`config.mk`:
```
export PLATFORM = sky130hd
export DESIGN_NAME = sac_adc_control
export DESIGN_NICKNAME = d
export VERILOG_FILES = /design/src/inc/sac_pkg.sv /design/src/verilog/sac_adc_control.sv
export VERILOG_INCLUDE_DIRS = /design/src /design/src/inc
export SDC_FILE = /design/constraint.sdc
export NUM_CORES = 1
export LEC_CHECK = 0
export ABC_AREA = 1
export BUFFER_PORTS_ARGS = -buffer_cell sky130_fd_sc_hd__clkbuf_2
export CAP_MARGIN = 0
export CORE_MARGIN = 2
export CORE_UTILIZATION = 55
export DETAILED_ROUTE_END_ITERATION = 10
export PLACE_DENSITY = 0.78
export SYNTH_ARGS = -nofsm -noshare
export SYNTH_HDL_FRONTEND = slang
export SYNTH_SLANG_ARGS = --single-unit
export TNS_END_PERCENT = 100
```
`constraint.sdc`:
```
create_clock -name clk_i -period 3.3 [get_ports clk_i]
set_input_delay 0.66 -clock clk_i [delete_from_list [all_inputs] [get_ports clk_i]]
set_output_delay 0.66 -clock clk_i [all_outputs]
set_load 0.01 [all_outputs]
```
`src/inc/sac_params.svh`:
```
// Constants of the converter control block: register offsets, fields, reset values, timing.
// Included by the package and the design; holds definitions only.
`ifndef SAC_PARAMS_SVH
`define SAC_PARAMS_SVH
`define SAC_ADDR_W          16
`define SAC_OFS_MODE        16'hFFC4
`define SAC_OFS_RESULT      16'hFFC5
`define SAC_OFS_START       16'hFFC6
`define SAC_OFS_IRQ_STATUS  16'hFFC7
`define SAC_OFS_IRQ_MASK    16'hFFC8
`define SAC_MODE_RESET      8'h30
`define SAC_MODE_RSVD       8'h30
`define SAC_MODE_WMASK      8'hCF
`define SAC_START_RSVD      8'h7F
`define SAC_BIT_SPEED       7
`define SAC_BIT_TRIG_EN     6
`define SAC_BIT_START       7
`define SAC_CH_HI           3
`define SAC_CH_LO           0
`define SAC_PERIOD_SLOW     6'd62
`define SAC_PERIOD_FAST     6'd31
`define SAC_CNT_W           6
`define SAC_CNT_ONE         6'h01
`define SAC_CNT_ZERO        6'h00
`define SAC_SAMPLE_CYCLES   6'h04
`define SAC_BIT_SHIFT_SLOW  6'h06
`define SAC_BIT_SHIFT_FAST  6'h02
`define SAC_READ_UNMAPPED   8'h00
`endif

```
`src/inc/sac_pkg.sv`:
```
// Types shared by the converter control block.
// Assumes sac_params.svh sits on the include path.
`include "sac_params.svh"
package sac_pkg;
  typedef logic [7:0]                data_t;
  typedef logic [`SAC_ADDR_W-1:0]    addr_t;
  typedef logic [3:0]                chan_code_t;
  typedef enum logic [2:0]
  {
    SAC_IDLE   = 3'b001,
    SAC_SAMPLE = 3'b010,
    SAC_DECIDE = 3'b100
  } sac_state_t;
endpackage

```
`src/verilog/sac_adc_control.sv`:
```
// Control of an 8-bit, eight-channel successive-approximation converter.
// Assumes an analog ladder and comparator outside, driven from dac_code_o and sample_o.
//
// Decided for this implementation: strobed register access.
`timescale 1ns/10ps
`include "sac_params.svh"
module sac_adc_control
  import sac_pkg::*;
(
  input  wire logic           clk_i,
  input  wire logic           reset_n_i,
  input  wire sac_pkg::addr_t addr_i,
  input  wire sac_pkg::data_t wdata_i,
  input  wire logic           wr_i,
  input  wire logic           rd_i,
  output sac_pkg::data_t      rdata_o,
  input  wire logic           ext_trigger_pin_i,
  input  wire logic           trigger_edge_select_i,
  input  wire logic           comparator_i,
  output logic [7:0]          channel_enable_o,
  output logic                sample_o,
  output sac_pkg::data_t      dac_code_o,
  output logic                conv_done_o,
  output logic                irq_o
);
  import sac_pkg::*;

  logic [1:0]        rst_sync;
  logic              rst_n;
  logic [1:0]        trig_sync;
  logic              trig_q;
  data_t             conversion_mode;
  data_t             conversion_result;
  logic              start_flag;
  logic              conv_done_request;
  logic              conv_done_irq_enable;
  sac_state_t        state;
  sac_state_t        next_state;
  logic [`SAC_CNT_W-1:0] period_cnt;
  logic [`SAC_CNT_W-1:0] bit_cnt;
  logic [2:0]        bit_idx;
  data_t             sar;

  // Chain of two flops; only the second stage feeds the design.
  always_ff @(posedge clk_i or negedge reset_n_i)
  begin
    if (!reset_n_i)
      rst_sync <= 2'h0;
    else
      rst_sync <= {rst_sync[0], 1'b1};
  end
  assign rst_n = rst_sync[1];

  // The trigger pin is asynchronous; trig_sync[0] feeds only trig_sync[1].
  always_ff @(posedge clk_i or negedge rst_n)
  begin
    if (!rst_n)
    begin
      trig_sync <= 2'h0;
      trig_q    <= 1'b0;
    end
    else
    begin
      trig_sync <= {trig_sync[0], ext_trigger_pin_i};
      trig_q    <= trig_sync[1];
    end
  end

  function automatic logic [7:0] chan_decode(input chan_code_t code);
    logic [7:0] onehot;
    onehot = 8'h00;
    case (code[3:2])
      2'b01:   onehot[{1'b0, code[1:0]}] = 1'b1;
      2'b10:   onehot[{1'b1, code[1:0]}] = 1'b1;
      default: onehot = 8'h00;
    endcase
    return onehot;
  endfunction

  // Register decode.
  wire sel_mode   = (addr_i == `SAC_OFS_MODE);
  wire sel_result = (addr_i == `SAC_OFS_RESULT);
  wire sel_start  = (addr_i == `SAC_OFS_START);
  wire sel_status = (addr_i == `SAC_OFS_IRQ_STATUS);
  wire sel_mask   = (addr_i == `SAC_OFS_IRQ_MASK);
  wire wr_mode    = wr_i & sel_mode;
  wire wr_start   = wr_i & sel_start;
  wire sw_start   = wr_start & wdata_i[`SAC_BIT_START];
  wire sw_stop    = wr_start & ~wdata_i[`SAC_BIT_START];

  // Polarity 1 selects the rising edge, 0 the falling edge.
  wire trig_rise  = trig_sync[1] & ~trig_q;
  wire trig_fall  = ~trig_sync[1] & trig_q;
  wire trig_edge  = trigger_edge_select_i ? trig_rise : trig_fall;
  wire hw_start   = conversion_mode[`SAC_BIT_TRIG_EN] & trig_edge;
  wire go         = (sw_start | hw_start) & ~start_flag;

  wire speed_fast = conversion_mode[`SAC_BIT_SPEED];
  wire [`SAC_CNT_W-1:0] period_len =
    speed_fast ? `SAC_PERIOD_FAST : `SAC_PERIOD_SLOW;
  wire [`SAC_CNT_W-1:0] bit_len =
    speed_fast ? `SAC_BIT_SHIFT_FAST : `SAC_BIT_SHIFT_SLOW;
  wire period_end = start_flag & (period_cnt == period_len);
  wire bit_end    = (bit_cnt == bit_len);
  wire abort      = sw_stop & start_flag;
  wire finish     = period_end & ~abort;

  always_comb
  begin
    next_state = state;
    case (state)
      SAC_IDLE:   if (go) next_state = SAC_SAMPLE;
      SAC_SAMPLE: if (abort) next_state = SAC_IDLE;
                  else if (bit_cnt == `SAC_SAMPLE_CYCLES) next_state = SAC_DECIDE;
      SAC_DECIDE: if (abort | finish) next_state = SAC_IDLE;
      default:    next_state = SAC_IDLE;
    endcase
  end

  always_ff @(posedge clk_i or negedge rst_n)
  begin
    if (!rst_n)
      state <= SAC_IDLE;
    else
      state <= next_state;
  end

  // Mode register: reserved bits are forced high and never stored from the bus.
  always_ff @(posedge clk_i or negedge rst_n)
  begin
    if (!rst_n)
      conversion_mode <= `SAC_MODE_RESET;
    else if (wr_mode)
      conversion_mode <= (wdata_i & `SAC_MODE_WMASK) | `SAC_MODE_RSVD;
  end

  // Start flag, set by software or trigger, cleared at finish or on stop.
  always_ff @(posedge clk_i or negedge rst_n)
  begin
    if (!rst_n)
      start_flag <= 1'b0;
    else if (go)
      start_flag <= 1'b1;
    else if (finish | abort)
      start_flag <= 1'b0;
  end

  // Period counter runs from the set of the start flag to the selected length.
  always_ff @(posedge clk_i or negedge rst_n)
  begin
    if (!rst_n)
    begin
      period_cnt <= `SAC_CNT_ZERO;
      bit_cnt    <= `SAC_CNT_ZERO;
    end
    else if (go | ~start_flag)
    begin
      period_cnt <= `SAC_CNT_ONE;
      bit_cnt    <= `SAC_CNT_ZERO;
    end
    else
    begin
      period_cnt <= period_cnt + `SAC_CNT_ONE;
      if (state == SAC_SAMPLE && bit_cnt == `SAC_SAMPLE_CYCLES)
        bit_cnt <= `SAC_CNT_ZERO;
      else if (state == SAC_DECIDE && bit_end)
        bit_cnt <= `SAC_CNT_ZERO;
      else
        bit_cnt <= bit_cnt + `SAC_CNT_ONE;
    end
  end

  // Successive approximation: one decision per bit slot, MSB first.
  // Eight slots fit inside either period, so the last decision precedes the finish.
  always_ff @(posedge clk_i or negedge rst_n)
  begin
    if (!rst_n)
    begin
      sar     <= 8'h00;
      bit_idx <= 3'h7;
    end
    else if (state == SAC_SAMPLE)
    begin
      sar     <= 8'h80;
      bit_idx <= 3'h7;
    end
    else if (state == SAC_DECIDE && bit_end && start_flag)
    begin
      sar[bit_idx] <= comparator_i;
      if (bit_idx != 3'h0)
      begin
        sar[bit_idx - 3'h1] <= 1'b1;
        bit_idx             <= bit_idx - 3'h1;
      end
    end
  end

  // No reset on the result: it keeps its value through a chip reset.
  always_ff @(posedge clk_i)
  begin
    if (rst_n && finish)
      conversion_result <= sar;
  end

  // Interrupt status: hardware set wins over a software clear in the same cycle.
  always_ff @(posedge clk_i or negedge rst_n)
  begin
    if (!rst_n)
    begin
      conv_done_request    <= 1'b0;
      conv_done_irq_enable <= 1'b0;
    end
    else
    begin
      if (finish)
        conv_done_request <= 1'b1;
      else if (wr_i && sel_status && wdata_i[0])
        conv_done_request <= 1'b0;
      if (wr_i && sel_mask)
        conv_done_irq_enable <= wdata_i[0];
    end
  end

  // Read data one cycle after the strobe; the result is readable at any time.
  wire [7:0] read_mux =
    sel_mode   ? conversion_mode :
    sel_result ? conversion_result :
    sel_start  ? {start_flag, 7'h00} | `SAC_START_RSVD :
    sel_status ? {7'h00, conv_done_request} :
    sel_mask   ? {7'h00, conv_done_irq_enable} : `SAC_READ_UNMAPPED;

  always_ff @(posedge clk_i or negedge rst_n)
  begin
    if (!rst_n)
    begin
      rdata_o          <= 8'h00;
      channel_enable_o <= 8'h00;
      sample_o         <= 1'b0;
      dac_code_o       <= 8'h00;
      conv_done_o      <= 1'b0;
      irq_o            <= 1'b0;
    end
    else
    begin
      rdata_o          <= rd_i ? read_mux : 8'h00;
      channel_enable_o <= chan_decode(conversion_mode[`SAC_CH_HI:`SAC_CH_LO]);
      sample_o         <= (next_state == SAC_SAMPLE);
      dac_code_o       <= sar;
      conv_done_o      <= finish;
      irq_o            <= (conv_done_request | finish) & conv_done_irq_enable;
    end
  end
endmodule // sac_adc_control

```
==> results.py, run 1 <==
metrics = {
    "global_routing": {
        "grt_pass1_wl_um": 11200,
        "grt_max_degree": 66,
        "antenna_found_initial": 0,
        "grt_overflow": 0,
        "grt_pass1_vias": 2564,
        "gr-usage-all-layers_pct": 22.2,
    },
    "die": {
        "fp.dieH_um": 82.5,
        "core_um2": 5960,
        "die_width_um": 82.5,
        "num_rows": 28,
        "initial_core_util_pct": 57.0,
        "dieArea_um2": 6810,
        "ios": 58,
    },
    "clock_tree": {
        "postCtsSetupRepairBufs": 0,
        "cts_tree": "built",
        "clk-insertion-delay-late_ns": 0.35,
        "cts.path.max_buffers": 2,
        "cts_sinks": 75,
        "post_cts_resized": 0,
        "cts.reportedPaths.clkPinSlew_ns": 0.08,
        "cts_root_buf": "clkbuf_8",
        "htree_levels": 3,
        "hold_buffers": 0,
        "cts_buffers": 9,
    },
    "sta": {
        "worst_slew_pin_slew_ns": 0.784,
        "final.setup.tns_ns": 0,
        "fmax_mhz": 458,
        "finalCritPeriodShare_pct": 66.2,
        "hold_viol_final": 0,
        "report.final.setup_viol": 0,
        "finClkSkew_ns": 0.00703,
        "slew_headroom_pct": 47.7,
        "slew_violations": 0,
        "rsz0062_at_grt": "false",
        "period_needed_ns": 2.18,
    },
    "placed_design": {
        "dp_cells": 501,
        "place_congestion": 0.835,
        "place_area_um2": 3750,
        "dp_hpwl_um": 4920,
        "port_buffers": 55,
    },
    "route": {
        "drt_iter0_drc": 166,
        "ant_nets": 0,
        "drt_pass1_iterations": 4,
        "drc": 0,
        "viasPerCell": 5.16,
        "drt_wl_total_um": 6750,
        "via_count": 2668,
        "wl_per_cell_um": 13.1,
    },
    "power_and_ir_drop": {
        "p_leak_nw": 1.88,
        "ir_drop_mv": 0.329,
        "p_per_area_nw_per_um2": 448,
        "p_total_mw": 1.78,
    },
    "yosys": {
        "ys.flop_type": "dfrtp_1",
        "synth_fp_nets": 413,
        "ys.warnings.count": 0,
        "synth_enable_flop_cells": 8,
        "synth_seq_cells": 75,
        "synthArstFlopShare_pct": 89.3,
        "syn-cell-area_um2": 3390,
        "netlist_instances": 374,
        "synth.distinct_cells": 33,
        "syn_area_per_cell_um2": 9.07,
        "synth-seq-area-share_pct": 56.7,
    },
    "setup_path": {
        "critPathMaxStageDelay_ns": 0.56,
        "worstPathCellList": "inv_1 > nor2_1 > nand3_1 > nand2_1 > nor2_1",
        "cp.arrival_ns": 2.17,
        "cpMostUsedCell": "nor2_1",
        "worstSetupStartpointType": "register",
        "cp_slowest_cell": "nor2_1",
        "critPathMaxFanout": 11,
        "path_class": "register to register",
        "cp-end-kind": "register",
        "crit_required_ns": 3.29,
    },
    "final_layout": {
        "nets": 476,
        "antenna_cells": 0,
        "synthToLayoutAreaGrowth_pct": 17.2,
        "drive_above_1_share_pct": 20.6,
        "layout.cells.non_filler": 517,
        "fillers": 477,
        "final_area_um2": 3980,
    },
    "hold_path": {
        "worstHoldPathType": "primary input to async pin",
    },
    "outcome": {
        "status": "finished, final reports clean",
    },
    "job": {
        "max_cap_viol_count": 0,
    },
}
==> state kept, by name, summed over array words and instances, names as in the netlist, 2 cells and up <==
name               count
bit_cnt                6
channel_enable_o       8
rdata_o                8
trig_sync              2
period_cnt             6
sar                    8
bit_idx                3
conversion_result      8
conversion_mode        6
state                  3
rst_sync               2
dac_code_o             8
==> placed cells by master, fill, tap and decap left out, types with 4 or more instances in the layout <==
cell	n
a21oi_1	12
clkbuf_2	55
clkbuf_8	11
dfrtp_1	62
dfstp_2	4
edfxtp_1	8
ha_1	8
inv_1	47
nand2_1	79
nand3_1	40
nand4_1	4
nor2_1	35
o21ai_0	34
o21ai_1	4
==> per-stage QoR <==
step	setup WS, ns	hold WS, ns	util [%]
global route	0.877	0.0608	66.8
detailed placement	0.933	0.335	62.9
global placement	1.03	0.336	62.9
CTS	1.12	0.0636	66.8
finish	1.12	0.0762	66.8
floorplan	0.683	0.331	-
==> synthesized netlist by cell type, drive strengths merged, types with 2 or more instances <==
cell type,instances,area (um^2)
a21boi,3,22.5
a21oi,12,60.1
buf,3,17.5
dfrtp,63,1580
dfstp,4,105
edfxtp,8,240
ha,8,100
inv,50,190
nand2,82,325
nand3,41,210
nand4,4,25.0
nor2,41,193
nor3,5,47.5
o211ai,2,15.0
o21ai,38,190
xnor2,2,17.5
xor2,3,26.3
==> final timing paths <==
kind                                   startpoint                        endpoint  slack, ns  depth (start not counted)
max                        start_flag$_DFFE_PN0P_  conversion_result[4]$_DFFE_PP_       1.12                          5
min                                     reset_n_i           rst_sync[1]$_DFF_PN0_       0.08                          1
max reg2reg                start_flag$_DFFE_PN0P_  conversion_result[4]$_DFFE_PP_       1.12                          5
min reg2reg                trig_sync[0]$_DFF_PN0_          trig_sync[1]$_DFF_PN0_       0.35                          0
max in group asynchronous   rst_sync[1]$_DFF_PN0_         dac_code_o[1]$_DFF_PN0_       2.33                          1
min in group clk_i         trig_sync[0]$_DFF_PN0_          trig_sync[1]$_DFF_PN0_       0.35                          0
==> cell families after synthesis <==
kind of cell               synth area share (%)
AOI/OAI and AO/OA                          8.74
xor gates and xnor gates                   1.29
adders and majority gates                  2.95
buffers and inverters                      6.23
DFF                                        56.7
other                                     0.111
and+or+nand+nor                            24.0
==> area by class of cell <==
class | instances | area (um^2) | share of cell area, %
Clock buffer | 12 | 155 | 3.90
Clock inverter | 4 | 72.6 | 1.83
Inverter | 50 | 190 | 4.78
Multi-Input combinational cell | 245 | 1260 | 31.7
Sequential cell | 75 | 1920 | 48.4
Tap cell | 75 | 93.8 | 2.36
Timing Repair Buffer | 56 | 283 | 7.11
==> layer usage <==
layer	share of wire, %	routed length [um]	GRT usage (%)	vias to the layer above
met5	0	0	0	-
met4	1.1	75	7.38	0
met3	6.1	415	8.04	10
met2	51	3480	38.5	74
met1	41	2790	25.6	1249
li1	-	-	-	1335
==> report_power, final <==
group / switching, mW / internal, mW
registers: 0.00179 / 0.934
clock network: 0.328 / 0.466
logic: 0.0354 / 0.0174
==> worst max-delay path, delay by kind of cell, from the launching register on <==
family,cells,cell delay (ns)
buffers and inverters,1,0.31
and+or+nand+nor,4,0.98
DFF,1,0.51
Note: power is estimated with default switching activity, not from simulation.
==> inputs of run 2 (changes only) <==
--- a/config.mk
+++ b/config.mk
@@ -6,13 +6,13 @@
 export SDC_FILE = /design/constraint.sdc
 export NUM_CORES = 1
 export LEC_CHECK = 0
-export ABC_AREA = 1
+export ABC_AREA = 0
 export BUFFER_PORTS_ARGS = -buffer_cell sky130_fd_sc_hd__clkbuf_2
 export CAP_MARGIN = 0
 export CORE_MARGIN = 2
-export CORE_UTILIZATION = 55
+export CORE_UTILIZATION = 50
 export DETAILED_ROUTE_END_ITERATION = 10
-export PLACE_DENSITY = 0.78
+export PLACE_DENSITY = 0.76
 export SYNTH_ARGS = -nofsm -noshare
 export SYNTH_HDL_FRONTEND = slang
 export SYNTH_SLANG_ARGS = --single-unit
==> constraint.sdc (replaced) <==
create_clock -name clk_i -period 1.8 [get_ports clk_i]
set_input_delay 0.36 -clock clk_i [delete_from_list [all_inputs] [get_ports clk_i]]
set_output_delay 0.36 -clock clk_i [all_outputs]
set_load 0.01 [all_outputs]
==> run 2 against run 1 <==
  * Maximum frequency is 24% higher
  * Combinational power is 99% higher
  * Synthesized cell count is 26% lower
  * Sequential share of layout area is 0.69 points lower
  * Critical path depth is 1 higher
  * Sequential power is 84% higher
  * Total power is 80% higher
  * First-iteration DRC count is 32% lower
  * Largest cell class unchanged
  * Largest power group unchanged
==> results.py, run 2 <==
metrics = {
    "outcome": {
        "status": "finished, final reports clean",
    },
    "yosys": {
        "synth_simple_gate_area_share_pct": 17.4,
        "ys.warnings.count": 0,
        "synth_mux_area_share_pct": 3.44,
        "post-synth-top-count-cell": "dfrtp_1",
        "syn-cell-area_um2": 3240,
        "netlist_instances": 277,
        "netlist_top_cells_count": "dfrtp_1, nor2_1, nand2_1",
        "synth.area.top_cells": "dfrtp_1, edfxtp_1, dfstp_2",
        "synth_compound_area_share_pct": 11.4,
        "synth_seq_cells": 75,
        "synth_top_area_cell": "dfrtp_1",
        "synthArstFlopShare_pct": 89.3,
        "syn_area_per_cell_um2": 11.7,
        "synth_top_area_share_pct": 48.7,
        "synth_enable_flop_cells": 8,
        "synth.distinct_cells": 48,
        "ys.flop_type": "dfrtp_1",
        "synth_fp_nets": 316,
        "synth_top_family_by_area": "simple AND/OR/NAND/NOR gates",
        "synthXorXnorAreaFrac_pct": 2.44,
        "synth-seq-area-share_pct": 59.4,
        "synthAdderAreaFrac_pct": 3.09,
    },
    "sta": {
        "slew_violations": 0,
        "finClkSkew_ns": 0.00739,
        "hold_viol_final": 0,
        "final.setup.tns_ns": 0,
        "slew_headroom_pct": 48.6,
        "period_needed_ns": 1.76,
        "whs_ns": 0.123,
        "finalCritPeriodShare_pct": 97.6,
        "worst_slew_pin_slew_ns": 0.771,
        "timing.final.ws_setup_ns": 0.0423,
        "report.final.setup_viol": 0,
        "rsz0062_at_grt": "true",
        "fmax_mhz": 569,
    },
    "final_layout": {
        "synthToLayoutAreaGrowth_pct": 24.8,
        "drive_above_1_share_pct": 34.7,
        "layout_common_cells": "dfrtp_1, clkbuf_2, nor2_1",
        "layout.cells.non_filler": 437,
        "nets": 394,
        "antenna_cells": 0,
        "final_common_cell": "dfrtp_1",
    },
    "route": {
        "drt_pass1_iterations": 4,
        "viasPerCell": 5.51,
        "drc": 0,
        "drt_wl_total_um": 6510,
        "wl_per_cell_um": 14.9,
        "via_count": 2408,
        "drt_iter0_drc": 113,
        "ant_nets": 0,
    },
    "global_routing": {
        "grt_pass1_vias": 2414,
        "grt_overflow": 0,
        "grt_max_degree": 66,
        "grt_pass1_wl_um": 11300,
        "gr-usage-all-layers_pct": 20.1,
        "antenna_found_initial": 0,
    },
    "clock_tree": {
        "cts_tree": "built",
        "cts_sinks": 75,
        "htree_levels": 3,
        "postCtsSetupRepairBufs": 0,
        "cts.path.max_buffers": 2,
        "cts_root_buf": "clkbuf_8",
        "clk-insertion-delay-late_ns": 0.34,
        "cts.reportedPaths.clkPinSlew_ns": 0.08,
        "cts_buffers": 9,
    },
    "setup_path": {
        "worstPathCellList": "inv_1 > ha_1 > and4bb_2 > and4b_1 > nor3b_2 > a311oi_2",
        "cp-end-kind": "register",
        "critPathMaxFanout": 4,
        "critPathMaxStageDelay_ns": 0.38,
        "path_class": "register to register",
        "crit_required_ns": 2.01,
        "worstSetupStartpointType": "register",
        "crit_family": "simple AND/OR/NAND/NOR gates",
        "cp.buffers_inverters": 1,
        "cp.arrival_ns": 1.96,
        "cp_slowest_cell": "dfrtp_1",
    },
    "power_and_ir_drop": {
        "p_per_area_nw_per_um2": 795,
        "ir_drop_mv": 0.527,
        "p_leak_nw": 1.81,
        "p_total_mw": 3.21,
    },
    "placed_design": {
        "dp_worst_setup_slack_ns": -0.0737,
        "dp_cells": 420,
        "dp_hpwl_um": 4590,
        "place_congestion": 0.812,
        "port_buffers": 55,
    },
    "die": {
        "die_width_um": 84.4,
        "num_rows": 29,
        "core_um2": 6310,
        "dieArea_um2": 7130,
        "ios": 58,
        "initial_core_util_pct": 51.2,
        "fp.dieH_um": 84.4,
    },
    "hold_path": {
        "worstHoldPathType": "primary input to register",
    },
    "job": {
        "max_cap_viol_count": 0,
    },
}
==> run 2: power by group <==
group          internal (mW)  switching (mW)  total [mW]
Clock                  0.783           0.606        1.39
Sequential              1.71         0.00303        1.72
Combinational         0.0404          0.0648       0.105
==> run 2: final cells by class <==
type	instances	area, um^2
Fill cell	482	2270
Sequential cell	75	1930
Multi-Input combinational cell	180	1310
Timing Repair Buffer	76	439
Clock buffer	10	128
Tap cell	77	96.3
Clock inverter	6	90.1
Inverter	13	48.8
==> run 2: worst reg2reg max path, stage by stage (launching register included) <==
cell	delay, ns
dfrtp_1	0.38
inv_1	0.08
ha_1	0.16
and4bb_2	0.24
and4b_1	0.26
nor3b_2	0.36
a311oi_2	0.15
==> run 2: kinds of logic (layout without fill, tap and decap cells) <==
logic type	count (synthesis)	in the layout
and+or+nand+nor	99	99
DFF	75	75
AOI/OAI and AO/OA	53	53
buffers and inverters	22	105
muxes	10	10
xor gates and xnor gates	9	9
adders and majority gates	8	8
other	1	1
==> run 2: path summary, 6_finish.rpt <==
path | start | endpoint | slack [ns] | cells after the start
min in group asynchronous | reset_n_i | rst_sync[1]$_DFF_PN0_ | 0.34 | 2
max reg2reg | bit_cnt[0]$_DFF_PN0_ | sar[3]$_DFFE_PN0P_ | 0.04 | 6
min | ext_trigger_pin_i | trig_sync[0]$_DFF_PN0_ | 0.12 | 1
max | bit_cnt[0]$_DFF_PN0_ | sar[3]$_DFFE_PN0P_ | 0.04 | 6
min reg2reg | trig_sync[0]$_DFF_PN0_ | trig_sync[1]$_DFF_PN0_ | 0.36 | 0
max in group asynchronous | rst_sync[1]$_DFF_PN0_ | state[1]$_DFF_PN0_ | 0.77 | 1
==> run 2: metrics by stage <==
step | util [%] | instance area, um^2
floorplan | - | 3250
global placement | 59.0 | 3730
detailed placement | 59.0 | 3730
CTS | 63.0 | 3980
global route | 64.0 | 4040
finish | 64.0 | 4040
==> run 2: routing by layer <==
layer  global-route usage (%)  up-vias  share of wire (%)
li1                         -     1148                  -
met1                     26.3     1181                 43
met2                     32.4       70                 49
met3                     4.42        9                5.7
met4                     9.09        0                1.4
met5                        0        -                  0
==> run 2: timing repair <==
item	in CTS	in global routing
setup endpoints to repair	4	17
gates resized for setup	5	13
pin swaps	2	1
hold buffers	1	0
hold endpoints to repair	2	0
==> inputs of run 3 (changes only) <==
--- a/config.mk
+++ b/config.mk
@@ -11,6 +11,7 @@
 export CAP_MARGIN = 0
 export CORE_MARGIN = 2
 export CORE_UTILIZATION = 50
+export CTS_CLUSTER_DIAMETER = 50
 export DETAILED_ROUTE_END_ITERATION = 10
 export PLACE_DENSITY = 0.76
 export SYNTH_ARGS = -nofsm -noshare
==> constraint.sdc (replaced) <==
create_clock -name clk_i -period 1.8 [get_ports clk_i]
set_input_delay 0 -clock clk_i [delete_from_list [all_inputs] [get_ports clk_i]]
set_output_delay 0 -clock clk_i [all_outputs]
set_load 0.01 [all_outputs]
==> run 3 against run 2 <==
  * The flow now finishes with violations (negative setup slack)
  * Design area increased by 1.0%
  * Setup slack worse by 0.10 ns
  * Sequential share of layout area shrank 0.48 points
  * Clock power grew 3%
  * Core utilization is 0.65 points higher
  * Clock-buffer cell count increased by 2
  * Via count is 0.50% higher
  * Clock skew fell by 0.0021 ns
  * Non-clock buffer count rose by 5
  * Largest power group unchanged
==> results.py, run 3 (same netlist as run 2, synthesis figures left out) <==
metrics = {
    "outcome": {
        "status": "finished with violations",
        "violations": "negative setup slack",
    },
    "setup_path": {
        "critPathMaxStageDelay_ns": 0.53,
        "reg2reg_depth": 7,
        "crit_required_ns": 2.05,
        "cp-end-kind": "register",
        "reg2reg_to": "sar[3]$_DFFE_PN0P_",
        "critPathMaxFanout": 4,
        "cp_slowest_cell": "dfstp_2",
        "ff2ff_setup_slack_ns": -0.06,
        "worstPathCellList": "inv_1 > ha_4 > nor3_2 > a21oi_2 > o32ai_2 > a21oi_1 > a311oi_1",
        "path_class": "register to register",
        "worstSetupStartpointType": "register",
        "rr_startpoint": "bit_idx[0]$_DFFE_PN1P_",
        "cp.arrival_ns": 2.11,
        "setup.worst_path.start": "bit_idx[0]$_DFFE_PN1P_",
    },
    "die": {
        "core_um2": 6310,
        "ios": 58,
        "initial_core_util_pct": 51.2,
        "fp.dieH_um": 84.4,
        "num_rows": 29,
        "die_width_um": 84.4,
        "dieArea_um2": 7130,
    },
    "power_and_ir_drop": {
        "netSwitchingPower_mw": 0.675,
        "ir_drop_mv": 0.600,
        "power_frac_comb_pct": 3.6,
        "p_clk_share_pct": 43.8,
        "intPower_mw": 2.58,
        "p_sw_share_pct": 20.7,
        "p_total_mw": 3.26,
        "p_per_area_nw_per_um2": 799,
        "p_leak_nw": 1.82,
        "seqPwrFrac_pct": 52.7,
    },
    "global_routing": {
        "grt_overflow": 0,
        "gr-usage-all-layers_pct": 19.7,
        "grt_pass1_wl_um": 11000,
        "grt_pass1_vias": 2325,
        "grt_max_degree": 66,
        "antenna_found_initial": 0,
    },
    "route": {
        "wl_met1_um": 2990,
        "dr_wl_met3_um": 382,
        "ant_nets": 0,
        "drt_pass1_iterations": 4,
        "viasPerCell": 5.48,
        "drt_iter0_drc": 129,
        "drt_wl_total_um": 6800,
        "via_count": 2420,
        "drc": 0,
        "wl_met2_um": 3340,
        "wl_per_cell_um": 15.4,
        "maxUsedRoutingLayer": "met4",
    },
    "clock_tree": {
        "cts_buffers": 9,
        "cts_tree": "built",
        "postCtsSetupRepairBufs": 0,
        "cts.reportedPaths.clkPinSlew_ns": 0.07,
        "htree_levels": 3,
        "cts.path.max_buffers": 2,
        "cts_root_buf": "clkbuf_8",
        "clk-insertion-delay-late_ns": 0.35,
        "cts_sinks": 75,
    },
    "final_layout": {
        "synthToLayoutAreaGrowth_pct": 26.1,
        "final_common_cell": "dfrtp_1",
        "utilization_pct": 64.6,
        "drive_above_1_share_pct": 31.8,
        "fillers": 484,
        "antenna_cells": 0,
        "nets": 399,
        "layout_common_cells": "dfrtp_1, clkbuf_2, nor2_1",
    },
    "sta": {
        "fmax_mhz": 538,
        "hold_viol_final": 0,
        "rsz0062_at_grt": "true",
        "report.final.setup_viol": 2,
        "period_needed_ns": 1.86,
        "slew_violations": 0,
        "finalCritPeriodShare_pct": 103,
        "finClkSkew_ns": 0.00531,
        "worst_slew_pin_slew_ns": 0.786,
        "whs_ns": 0.0212,
        "timing.final.ws_setup_ns": -0.0590,
        "slew_headroom_pct": 47.6,
    },
    "placed_design": {
        "dp_hpwl_um": 4590,
        "place_congestion": 0.822,
        "port_buffers": 55,
    },
    "job": {
        "max_cap_viol_count": 0,
    },
    "hold_path": {
        "worstHoldPathType": "primary input to register",
        "hold_path_depth": 3,
        "min_to": "conv_done_request$_DFFE_PN0P_",
        "holdCritStartpoint": "wr_i",
    },
}
[run 3: cell type report]
cell class	instances	area (um^2)	share of cell area, %
tap	77	96.3	2.36
clock buffer	12	145	3.56
timing repair buffer	81	499	12.2
multi-input combinational	180	1290	31.6
clock inverter	4	73.8	1.81
sequential	75	1930	47.2
inverter	13	48.8	1.20
[run 3: per-layer routing]
metal	up-vias	track usage (%)
met4	0	7.36
met5	-	0
li1	1163	-
met2	73	31.2
met3	8	5.51
met1	1176	26.2
[run 3: power groups by stage]
stage          combinational (mW)  sequential [mW]  clock [mW]
2_1_floorplan              0.0286             1.77           0
3_3_place_gp               0.0992             1.75           0
3_5_place_dp                0.100             1.75           0
4_1_cts                     0.118             1.72        1.45
5_1_grt                     0.132             1.72        1.52
6_report                    0.116             1.72        1.43
[run 3: per-stage QoR]
stage	instance area, um^2	TNS [ns]	cells	setup slack [ns]
global placement	3700	0	416	0.0452
finish	4080	-0.0641	442	-0.0590
floorplan	3250	0	277	0.00357
global route	4080	-0.517	442	-0.0966
detailed placement	3700	-0.0194	416	-0.0194
CTS	4030	0	442	0.00740
[run 3: what timing repair did]
action                     4_1_cts  5_1_grt
hold endpoints to repair        12        0
resized for setup                2       10
setup endpoints to repair        2       10
hold buffers                    10        0
pin swaps                        0        1
[run 3: critical path, delay by kind of cell (launching register included)]
kind	cells	cell delay, ns
AOI/OAI and AO/OA	4	0.70
adders and majority gates	1	0.20
buffers and inverters	1	0.12
DFF	1	0.53
and+or+nand+nor	1	0.22
[run 3: how the worst max path moves through the flow]
stage / endpoint / slack, ns / cells after the start
floorplan: sar[1]$_DFFE_PN0P_ / 0.004 / 8
global placement: sar[3]$_DFFE_PN0P_ / 0.05 / 7
detailed placement: sar[2]$_DFFE_PN0P_ / -0.02 / 7
CTS: sar[3]$_DFFE_PN0P_ / 0.007 / 6
global route: sar[3]$_DFFE_PN0P_ / -0.1 / 7
finish: sar[3]$_DFFE_PN0P_ / -0.06 / 7
